## src/design/b_leg_regs.svh

```systemverilog
// Constants for the B operand register and its B-leg output logic
`ifndef B_LEG_REGS_SVH
`define B_LEG_REGS_SVH

`define B_REG_WIDTH        16
`define B_BYTE_WIDTH       8
`define B_SIGN_BIT         7
`define B_LSB_POS          0
`define B_MSB_POS          15
`define B_REG_RESET        16'h0000
`define B_LEG_IDLE         16'hFFFF
`define B_PLUS_ONE_RESET   1'b1
`define B_OUT_LATENCY      1

`endif

```

## src/design/b_leg_pkg.sv

```systemverilog
// Types shared by the B operand register and its output logic
package b_leg_pkg;

  // Register operation, one-hot
  typedef enum logic [3:0] {
    op_hold        = 4'h1,
    op_shift_right = 4'h2,
    op_shift_left  = 4'h4,
    op_load        = 4'h8
  } reg_op_e;

  // B-leg output mode, one-hot
  typedef enum logic [2:0] {
    leg_unmodified = 3'h1,
    leg_sign_ext   = 3'h2,
    leg_constant   = 3'h4
  } leg_mode_e;

endpackage : b_leg_pkg

```

## src/design/b_leg_shift_register.sv

```systemverilog
// B operand register with shift/load/hold and registered B-leg output
//
// Functional notes
// RQ1: The register is 16 bits wide and loads in parallel from the A-side mux output.
// RQ2: It changes only on the clock: both mode bits high load, lo-only shifts right, hi-only shifts left, neither holds.
// RQ3: The controller drives mode_sel_hi from control bit 04 and mode_sel_lo from control bit 05.
// RQ4: The register updates on the single clock edge shared with the rest of the datapath.
// RQ5: Serial inputs are used only while shifting and ignored on load and hold.
// RQ6: A left shift puts serial_left_in into bit 0, a right shift puts serial_right_in into bit 15.
// RQ7: The controller picks the leg mode with bit 16 (low enable) and bit 14 (high select).
// RQ8: With low enable set the low register byte reaches the leg, otherwise leg bits 7..1 sit high and bit 0 carries the +1.
// RQ9: The leg is active low, an electrical low meaning logical one.
// RQ10: The high byte mux enable is the inverse of the +1 active signal, so it equals the low byte enable.
// RQ11: An enabled high mux gives bits 15..8 when select is high or bit 7 repeated when low, else all high.
// RQ12: Unmodified mode places the whole register on the leg unchanged.
// RQ13: Sign-extend mode passes the low byte and copies bit 7 into leg bits 15..8.
// RQ14: Constant mode gives logical one on bit 0 and logical zero on bits 15..1.
// RQ15: The controller keeps the inhibit line high when +1 is wanted; +1 needs it high and low enable low.
// RQ16: Sign extension serves byte and branch work, and +1 serves stepping registers by two.
// RQ17: With low enable clear the high select is ignored, so that combination acts as constant mode.
`include "b_leg_regs.svh"

module b_leg_shift_register #(
  parameter int WIDTH = `B_REG_WIDTH
) (
  input  wire logic             i_sys_clk,
  input  wire logic             i_rst_n,
  input  wire logic [WIDTH-1:0] i_a_side_mux_out,
  input  wire logic             i_mode_sel_hi,
  input  wire logic             i_mode_sel_lo,
  input  wire logic             i_serial_left_in,
  input  wire logic             i_serial_right_in,
  input  wire logic             i_low_byte_enable,
  input  wire logic             i_high_byte_select,
  input  wire logic             i_plus_one_inhibit_n,
  output logic      [WIDTH-1:0] o_b_operand_register,
  output logic      [WIDTH-1:0] o_b_leg_bus,
  output logic                  o_plus_one_active,
  output b_leg_pkg::leg_mode_e  o_leg_mode
);

  ////////////////////////////////////////////////////////////////////////////
  // Decoding

  function automatic b_leg_pkg::reg_op_e decode_op(input logic hi, input logic lo);
    b_leg_pkg::reg_op_e op;
    op = b_leg_pkg::op_hold;
    case ({hi, lo})
      2'h3:    op = b_leg_pkg::op_load;
      2'h1:    op = b_leg_pkg::op_shift_right;
      2'h2:    op = b_leg_pkg::op_shift_left;
      2'h0:    op = b_leg_pkg::op_hold;
      default: op = b_leg_pkg::op_hold;
    endcase
    return op;
  endfunction : decode_op

  function automatic b_leg_pkg::leg_mode_e decode_leg(input logic low_en, input logic hi_sel);
    b_leg_pkg::leg_mode_e m;
    m = b_leg_pkg::leg_constant;
    case ({low_en, hi_sel})
      2'h3:    m = b_leg_pkg::leg_unmodified;
      2'h2:    m = b_leg_pkg::leg_sign_ext;
      default: m = b_leg_pkg::leg_constant;
    endcase
    return m;
  endfunction : decode_leg

  b_leg_pkg::reg_op_e cur_op;
  logic [WIDTH-1:0]   b_operand_register;
  logic [WIDTH-1:0]   next_b_operand_register;
  logic [WIDTH-1:0]   next_leg_n;
  logic               next_plus_one_active;

  assign cur_op = decode_op(i_mode_sel_hi, i_mode_sel_lo);

  ////////////////////////////////////////////////////////////////////////////
  // Register next value

  always_comb begin
    next_b_operand_register = b_operand_register;
    case (cur_op)
      // RQ1 parallel load
      b_leg_pkg::op_load: begin
        next_b_operand_register = i_a_side_mux_out;
      end
      // RQ6 serial right into MSB
      // RQ5 serial only on shift
      b_leg_pkg::op_shift_right: begin
        next_b_operand_register = {i_serial_right_in, b_operand_register[WIDTH-1:1]};
      end
      // RQ6 serial left into LSB
      b_leg_pkg::op_shift_left: begin
        next_b_operand_register = {b_operand_register[WIDTH-2:0], i_serial_left_in};
      end
      b_leg_pkg::op_hold: begin
        next_b_operand_register = b_operand_register;
      end
      default: begin
        next_b_operand_register = b_operand_register;
      end
    endcase
  end

  // RQ2 clocked mode update
  // RQ4 common datapath edge
  always_ff @(posedge i_sys_clk or negedge i_rst_n) begin
    if (!i_rst_n) begin
      b_operand_register <= `B_REG_RESET;
    end else begin
      b_operand_register <= next_b_operand_register;
    end
  end

  always_ff @(posedge i_sys_clk or negedge i_rst_n) begin
    if (!i_rst_n) begin
      o_b_operand_register <= `B_REG_RESET;
    end else begin
      o_b_operand_register <= next_b_operand_register;
    end
  end

  ////////////////////////////////////////////////////////////////////////////
  // B-leg output, registered one cycle after the controls

  b_leg_output_mux #(
    .WIDTH (WIDTH)
  ) u_out_mux (
    .i_reg_value          (b_operand_register),
    .i_low_byte_enable    (i_low_byte_enable),
    .i_high_byte_select   (i_high_byte_select),
    .i_plus_one_inhibit_n (i_plus_one_inhibit_n),
    .o_leg_n              (next_leg_n),
    .o_plus_one_active    (next_plus_one_active)
  );

  // RQ12 leg output stage
  // RQ16 sign extend and increment modes
  always_ff @(posedge i_sys_clk or negedge i_rst_n) begin
    if (!i_rst_n) begin
      o_b_leg_bus       <= `B_LEG_IDLE;
      o_plus_one_active <= `B_PLUS_ONE_RESET;
    end else begin
      o_b_leg_bus       <= next_leg_n;
      o_plus_one_active <= next_plus_one_active;
    end
  end

  // RQ17 mode indicator
  always_ff @(posedge i_sys_clk or negedge i_rst_n) begin
    if (!i_rst_n) begin
      o_leg_mode <= b_leg_pkg::leg_constant;
    end else begin
      o_leg_mode <= decode_leg(i_low_byte_enable, i_high_byte_select);
    end
  end
endmodule : b_leg_shift_register

```

## src/design/b_leg_output_mux.sv

```systemverilog
// Combinational B-leg drive: low byte gates, high byte mux and +1 logic
`include "b_leg_regs.svh"

module b_leg_output_mux #(
  parameter int WIDTH = `B_REG_WIDTH
) (
  input  wire logic [WIDTH-1:0] i_reg_value,
  input  wire logic             i_low_byte_enable,
  input  wire logic             i_high_byte_select,
  input  wire logic             i_plus_one_inhibit_n,
  output logic      [WIDTH-1:0] o_leg_n,
  output logic                  o_plus_one_active
);

  localparam int BW = `B_BYTE_WIDTH;

  logic high_mux_enable;
  logic plus_one_pull;

  // RQ10 high mux enable
  assign o_plus_one_active = ~i_low_byte_enable;
  assign high_mux_enable   = ~o_plus_one_active;
  assign plus_one_pull     = o_plus_one_active & i_plus_one_inhibit_n;

  always_comb begin
    // RQ8 low byte gates
    // RQ9 active-low drive
    for (int i = 0; i < BW; i++) begin
      o_leg_n[i] = i_low_byte_enable ? ~i_reg_value[i] : 1'b1;
    end
    // RQ14 plus one wired onto bit 0
    if (plus_one_pull) begin
      o_leg_n[`B_LSB_POS] = 1'b0;
    end
    // RQ11 high byte mux
    // RQ17 select ignored when disabled
    for (int i = BW; i < WIDTH; i++) begin
      if (!high_mux_enable) begin
        o_leg_n[i] = 1'b1;
      end else if (i_high_byte_select) begin
        o_leg_n[i] = ~i_reg_value[i];
      end else begin
        // RQ13 sign bit copied
        o_leg_n[i] = ~i_reg_value[`B_SIGN_BIT];
      end
    end
  end

endmodule : b_leg_output_mux

```

## config.mk

```make
export PLATFORM = sky130hd
export DESIGN_NAME = b_leg_shift_register
export DESIGN_NICKNAME = d
export VERILOG_FILES = /design/src/design/b_leg_pkg.sv /design/src/design/b_leg_shift_register.sv /design/src/design/b_leg_output_mux.sv
export VERILOG_INCLUDE_DIRS = /design/src /design/src/design
export SDC_FILE = /design/constraint.sdc
export NUM_CORES = 1
export LEC_CHECK = 0
export ABC_AREA = 1
export BUFFER_PORTS_ARGS = -buffer_cell sky130_fd_sc_hd__clkbuf_2
export CORE_AREA = 8 8 69 71
export CTS_BUF_LIST = sky130_fd_sc_hd__clkbuf_16
export CTS_CLUSTER_SIZE = 14
export DETAILED_ROUTE_END_ITERATION = 8
export DIE_AREA = 0 0 77 79
export PLACE_DENSITY = 0.84
export REMOVE_ABC_BUFFERS = 1
export SLEW_MARGIN = 15
export SYNTH_ARGS = -nofsm -noshare
export SYNTH_HDL_FRONTEND = slang
export SYNTH_HIERARCHICAL = 1
export SYNTH_SLANG_ARGS = --single-unit
```

## constraint.sdc

```tcl
create_clock -name i_sys_clk -period 1.2 [get_ports i_sys_clk]
set_clock_uncertainty 0.05 [all_clocks]
set_input_delay 0.24 -clock i_sys_clk [delete_from_list [all_inputs] [get_ports i_sys_clk]]
set_output_delay 0.24 -clock i_sys_clk [all_outputs]
set_load 0.005 [all_outputs]
```

Word-level counts from Yosys, hierarchy flattened

Index checks and enable logic that the tools add are counted.

Flip-flop bits (word level): 36
Bits in latches: 0
Bits in writable memories: 0
Bits in read-only memories: 0
Input port bits: 25
Output and inout port bits: 36
Logic and storage cells: 60
Memories: 0

Add/sub/neg operators: 0
Multipliers: 0
Div/mod/pow operators: 0
Order comparisons: 0
Equality and inequality tests: 8
Shift-type cells: 0
Mux-type cells: 28
Bitwise logic cells: 18
Reductions and logical operators: 2

Operator list:

| cell                                                | count |
|---|---|
| one-hot mux 16 bit (3 select lines)                 | 1 |
| two-way mux 1 bit                                   | 25 |
| inverter 1 bit                                      | 17 |
| one-hot mux 4 bit (4 select lines)                  | 1 |
| equality test 2 bit, second input constant          | 4 |
| one-hot mux 3 bit (2 select lines)                  | 1 |
| equality test 4 x 2 -> 1 bit, second input constant | 1 |
| equality test 4 x 3 -> 1 bit, second input constant | 1 |
| equality test 4 bit, second input constant          | 1 |
| nonzero test 3 bit                                  | 1 |
| equality test 2 x 1 -> 1 bit, second input constant | 1 |
| logical NOT 2 bit                                   | 1 |
| bitwise AND 1 bit                                   | 1 |

Longest topological paths before layout

Depth after elaboration: 4
Depth in mapped cells: 8
Mapped depth without buffers: 6

By module

The synthesis kept the hierarchy.

By module, submodules not included:

| module               | times used | cells an instance | area each (µm²) |
|---|---|---|---|
| b_leg_shift_register | 1          | 183               | 1561.5 |
| b_leg_output_mux     | 1          | 40                | 180.2 |

Worst setup path after synthesis

No wires, ideal clock.

Kind: in2reg
From: input i_mode_sel_hi
To: register o_b_operand_register[10]
Library setup time: 116 ps
Arrival time: 999 ps
Required time: 1034 ps
Setup slack: 35 ps
Stages on the path: 7
Buffers on the path: 1
Cells stage by stage: inv_1 -> ha_1 -> buf_6 -> nor2_1 -> nor2_1 -> nand2_1 -> nand2_1

Cells in the longest elaborated chain, start to end: 4
Elaborated cells between the ends (all ways): 10
Classes of those cells: eq/ne (6); mux (2); reduce/logical (2)

Ends and longest elaborated chain:

| what                                                                             | RTL line                    | text |
|---|---|---|
| start, declared                                                                  | b_leg_shift_register.sv:29  | `input wire logic i_mode_sel_hi,` |
| equality test 2 bit (tied with other cells)                                      | b_leg_shift_register.sv:48  | `case ({hi, lo})` |
| one-hot mux 4 bit (4 select lines) (*)                                           | b_leg_shift_register.sv:48  |  |
| equality test 4 x 3 -> 1 bit (tied with other cells)                             | b_leg_shift_register.sv:82  | `case (cur_op)` |
| one-hot mux 16 bit (3 select lines) / nonzero test 3 bit (equally long branches) | --                          |  |
| end signal, assigned                                                             | b_leg_shift_register.sv:117 | `` o_b_operand_register <= `B_REG_RESET; `` |
| end signal, assigned                                                             | b_leg_shift_register.sv:119 | `o_b_operand_register <= next_b_operand_register;` |
| end, declared                                                                    | b_leg_shift_register.sv:36  | `output logic [WIDTH-1:0] o_b_operand_register,` |

Mark *: on every way between the ends. The rest lies on a longest branch, timed or not.
A chain may end at the register's enable or synchronous reset.

Worst setup path in the final report

From: register o_b_leg_bus[5]
To: output o_b_leg_bus[5]

RTL lines:

| what                   | RTL line                    | text |
|---|---|---|
| start, declared        | b_leg_shift_register.sv:37  | `output logic [WIDTH-1:0] o_b_leg_bus,` |
| start signal, assigned | b_leg_shift_register.sv:141 | `` o_b_leg_bus <= `B_LEG_IDLE; `` |
| start signal, assigned | b_leg_shift_register.sv:144 | `o_b_leg_bus <= next_leg_n;` |

No word-level cell between the ends.

==> metrics.txt <==
# TYPE chip_impl_metric gauge
chip_impl_metric{name="timing.slew.headroom",unit="%"} 74.5
chip_impl_metric{name="route.vias.total",unit=""} 1584
chip_impl_metric{name="path_buf_inv",unit=""} 1
chip_impl_info{name="layout.cells.most_common_list",value="nand2_1 (113), clkbuf_2 (53), nor2_1 (33)"} 1
chip_impl_metric{name="grt.overflow.total",unit=""} 0
chip_impl_metric{name="timing_worst_slew_pin_value",unit="ns"} 0.382
chip_impl_metric{name="min_period",unit="ns"} 1.19
chip_impl_metric{name="avgSynthCellArea",unit="um2"} 7.81
chip_impl_metric{name="maxClockFrequency",unit="MHz"} 839
chip_impl_metric{name="antenna_violating_nets_post_route",unit=""} 0
chip_impl_metric{name="grt.total_usage",unit="%"} 14.6
chip_impl_metric{name="max_stage_delay_on_crit_path",unit="ns"} 0.52
chip_impl_metric{name="route.final.wire_length",unit="um"} 4230
chip_impl_info{name="worst_setup_path_end_kind",value="output pin"} 1
chip_impl_metric{name="yosysTopAreaCellShare",unit="%"} 27.2
chip_impl_metric{name="design_area",unit="mm2"} 0.00230
chip_impl_metric{name="synth_seq_area_share",unit="%"} 53.0
chip_impl_info{name="status",value="complete, no violations"} 1
chip_impl_info{name="post-synth-top-area-cell",value="dfstp_2"} 1
chip_impl_metric{name="cell_area_reported_after_detailed_placement",unit="mm2"} 0.00211
chip_impl_info{name="hp-class",value="in -> reg"} 1
chip_impl_metric{name="wire_length_of_the_first_global_routing_pass",unit="um"} 7130
chip_impl_metric{name="yosys.cell_types.count",unit=""} 14
chip_impl_metric{name="synth.yosys.warnings",unit=""} 6
chip_impl_metric{name="layout_cells_sized_above_1",unit="%"} 33.7
chip_impl_metric{name="clock_insertion_delay_worst_skew",unit="ns"} 0.28
chip_impl_metric{name="io_pins",unit=""} 61
chip_impl_metric{name="first_global_vias",unit=""} 1534
chip_impl_metric{name="avgRoutedWirePerCell",unit="um"} 12.5
chip_impl_metric{name="placer_s_final_routability_congestion_estimate",unit=""} 0.779
chip_impl_metric{name="p_per_area",unit="mW/mm2"} 1490
chip_impl_info{name="critPathLaunchType",value="flop"} 1
chip_impl_metric{name="postSynthCellCount",unit=""} 223
chip_impl_metric{name="first_iter_violations",unit=""} 96
chip_impl_metric{name="cp.required",unit="ns"} 0.91
chip_impl_info{name="tritoncts_clock_tree",value="built"} 1
chip_impl_metric{name="crit_fanout",unit=""} 1
chip_impl_metric{name="antennaDiodeCount",unit=""} 0
chip_impl_info{name="cells_traversed_along_the_worst_timing_path",value="clkbuf_2"} 1
chip_impl_info{name="mostFrequentLayoutCell",value="nand2_1"} 1
chip_impl_metric{name="static-leakage-power",unit="nW"} 1.23
chip_impl_metric{name="hold_viol_final",unit=""} 0
chip_impl_metric{name="route.detailed.vias_per_inst",unit=""} 4.69
chip_impl_metric{name="nets",unit=""} 315
chip_impl_metric{name="floorplan.die_area",unit="mm2"} 0.00608
chip_impl_metric{name="h-tree-depth",unit=""} 2
chip_impl_metric{name="cts-buffers-inserted",unit=""} 5
chip_impl_metric{name="dr.pass1.iters",unit=""} 4
chip_impl_info{name="ctsRootBufferMaster",value="clkbuf_16"} 1
chip_impl_metric{name="grt_antenna_before_repair",unit=""} 0
chip_impl_metric{name="syn-cell-area",unit="mm2"} 0.00174
chip_impl_metric{name="portBuffers",unit=""} 60
chip_impl_metric{name="endpoint_arrival_time_on_the_critical_path",unit="ns"} 0.90
chip_impl_metric{name="layout-area-overhead-vs-synth",unit="%"} 32.2
chip_impl_info{name="critPathSlowestCell",value="dfstp_2"} 1
chip_impl_metric{name="final.period_utilization",unit="%"} 99.3
chip_impl_info{name="cell_types_occupying_the_most_area_after_synthesis",value="dfstp_2 (27%), dfrtp_1 (26%), nand2_1 (24%)"} 1
chip_impl_metric{name="setup-violations-final",unit=""} 0
chip_impl_metric{name="buffer_depth_of_the_longest_clock_path",unit=""} 2
chip_impl_metric{name="design_power_total",unit="mW"} 3.43
chip_impl_metric{name="cts.sink_count",unit=""} 36
chip_impl_metric{name="worst_ir_drop_on_vdd",unit="mV"} 0.645
chip_impl_metric{name="grt_max_degree",unit=""} 37
chip_impl_metric{name="synth-seq-cells",unit=""} 36
chip_impl_metric{name="initial_utilization",unit="%"} 45.8
chip_impl_metric{name="die_height",unit="um"} 79
chip_impl_metric{name="whs",unit="ns"} 0.0330
chip_impl_metric{name="number_of_pins_with_negative_max_slew_slack_in_the_final_report",unit=""} 0
chip_impl_info{name="setup.worst_path.class",value="reg -> out"} 1
chip_impl_metric{name="drc",unit=""} 0
chip_impl_info{name="unrepaired_setup_endpoints_after_global_routing",value="yes"} 1
chip_impl_metric{name="rows",unit=""} 23
chip_impl_metric{name="maxCapViolCount",unit=""} 0
chip_impl_info{name="critical_path.top_delay_family",value="flip-flops"} 1
chip_impl_metric{name="setup_tns",unit="ns"} 0
chip_impl_metric{name="core_area",unit="mm2"} 0.00380
chip_impl_metric{name="die-width",unit="um"} 77
chip_impl_metric{name="dp_hpwl",unit="um"} 2970
chip_impl_metric{name="cts_post_setup_buffers_inserted",unit=""} 0
chip_impl_metric{name="utilization",unit="%"} 60.6
chip_impl_metric{name="worst_setup_hold_path_clk_slew",unit="ns"} 0.06
-- power by group --
part	total [mW]	internal (mW)	leakage, nW	switching, mW
clock	1.22	0.752	0.0710	0.463
combinational	0.666	0.317	0.754	0.349
sequential	1.55	1.40	0.409	0.144
-- path summary, 6_finish.rpt --
path | slack (ns) | start | end | depth (start not counted)
min reg2reg | 0.43 | o_b_operand_register[1] | o_b_leg_bus[1] | 1
min | 0.03 | i_plus_one_inhibit_n | o_b_leg_bus[0] | 2
min in group asynchronous | 0.44 | i_rst_n | o_b_operand_register[12] | 3
max reg2reg | 0.31 | o_b_operand_register[7] | o_b_operand_register[6] | 4
max in group asynchronous | 0.40 | i_rst_n | o_b_leg_bus[14] | 3
max | 0.008 | o_b_leg_bus[5] | o_b_leg_bus[5] | 1
-- cell families after synthesis --
kind of cell | Yosys count | synth area share (%)
AO/OA/AOI/OAI | 1 | 0.287
adder cells (fa/ha/maj) | 3 | 2.16
buffers and inverters | 20 | 7.83
flip-flops | 36 | 53.0
AND/OR/NAND/NOR | 163 | 36.7
-- layer usage --
| layer | part of all wire (%) | vias to the layer above | global-route usage (%) |
|---|---|---|---|
| met3 | 7.4 | 11 | 5.30 |
| met4 | 2.3 | 0 | 6.42 |
| met5 | 0 | - | 0 |
| li1 | - | 802 | - |
| met1 | 40 | 708 | 16.6 |
| met2 | 50 | 63 | 24.1 |
-- synth_stat cells, drive strengths merged --
library cell,instances
nand2,114
nor2,33
dfrtp,18
dfstp,18
nand3,16
buf,11
inv,7
ha,3
clkbuf,2
o21ai,1
-- final cells by class --
class	count	area, um2
fill	341	1500
sequential	36	925
multi-input combinational	167	682
timing repair buffer	70	465
clock buffer	5	125
tap	50	62.6
inverter	7	28.8
clock inverter	3	13.8
-- registers in the layout, summed over array words and instances, names as in the netlist --
name	count
o_leg_mode	3
o_plus_one_active	1
o_b_leg_bus	16
o_b_operand_register	16
-- through the flow --
step                      worst slack, ns  instances
after detailed placement           -0.153        329
after floorplan                    -0.213        210
final                             0.00812        338
after CTS                        -0.00237        338
after global placement            -0.0788        329
after global routing              -0.0102        338
-- what timing repair did --
item,in CTS,in global routing
endpoints found under the setup margin,2,12
endpoints found under the hold margin,18,0
hold buffers,1,0
gates resized for setup,1,9
Note: power is estimated with default switching activity, not from simulation.
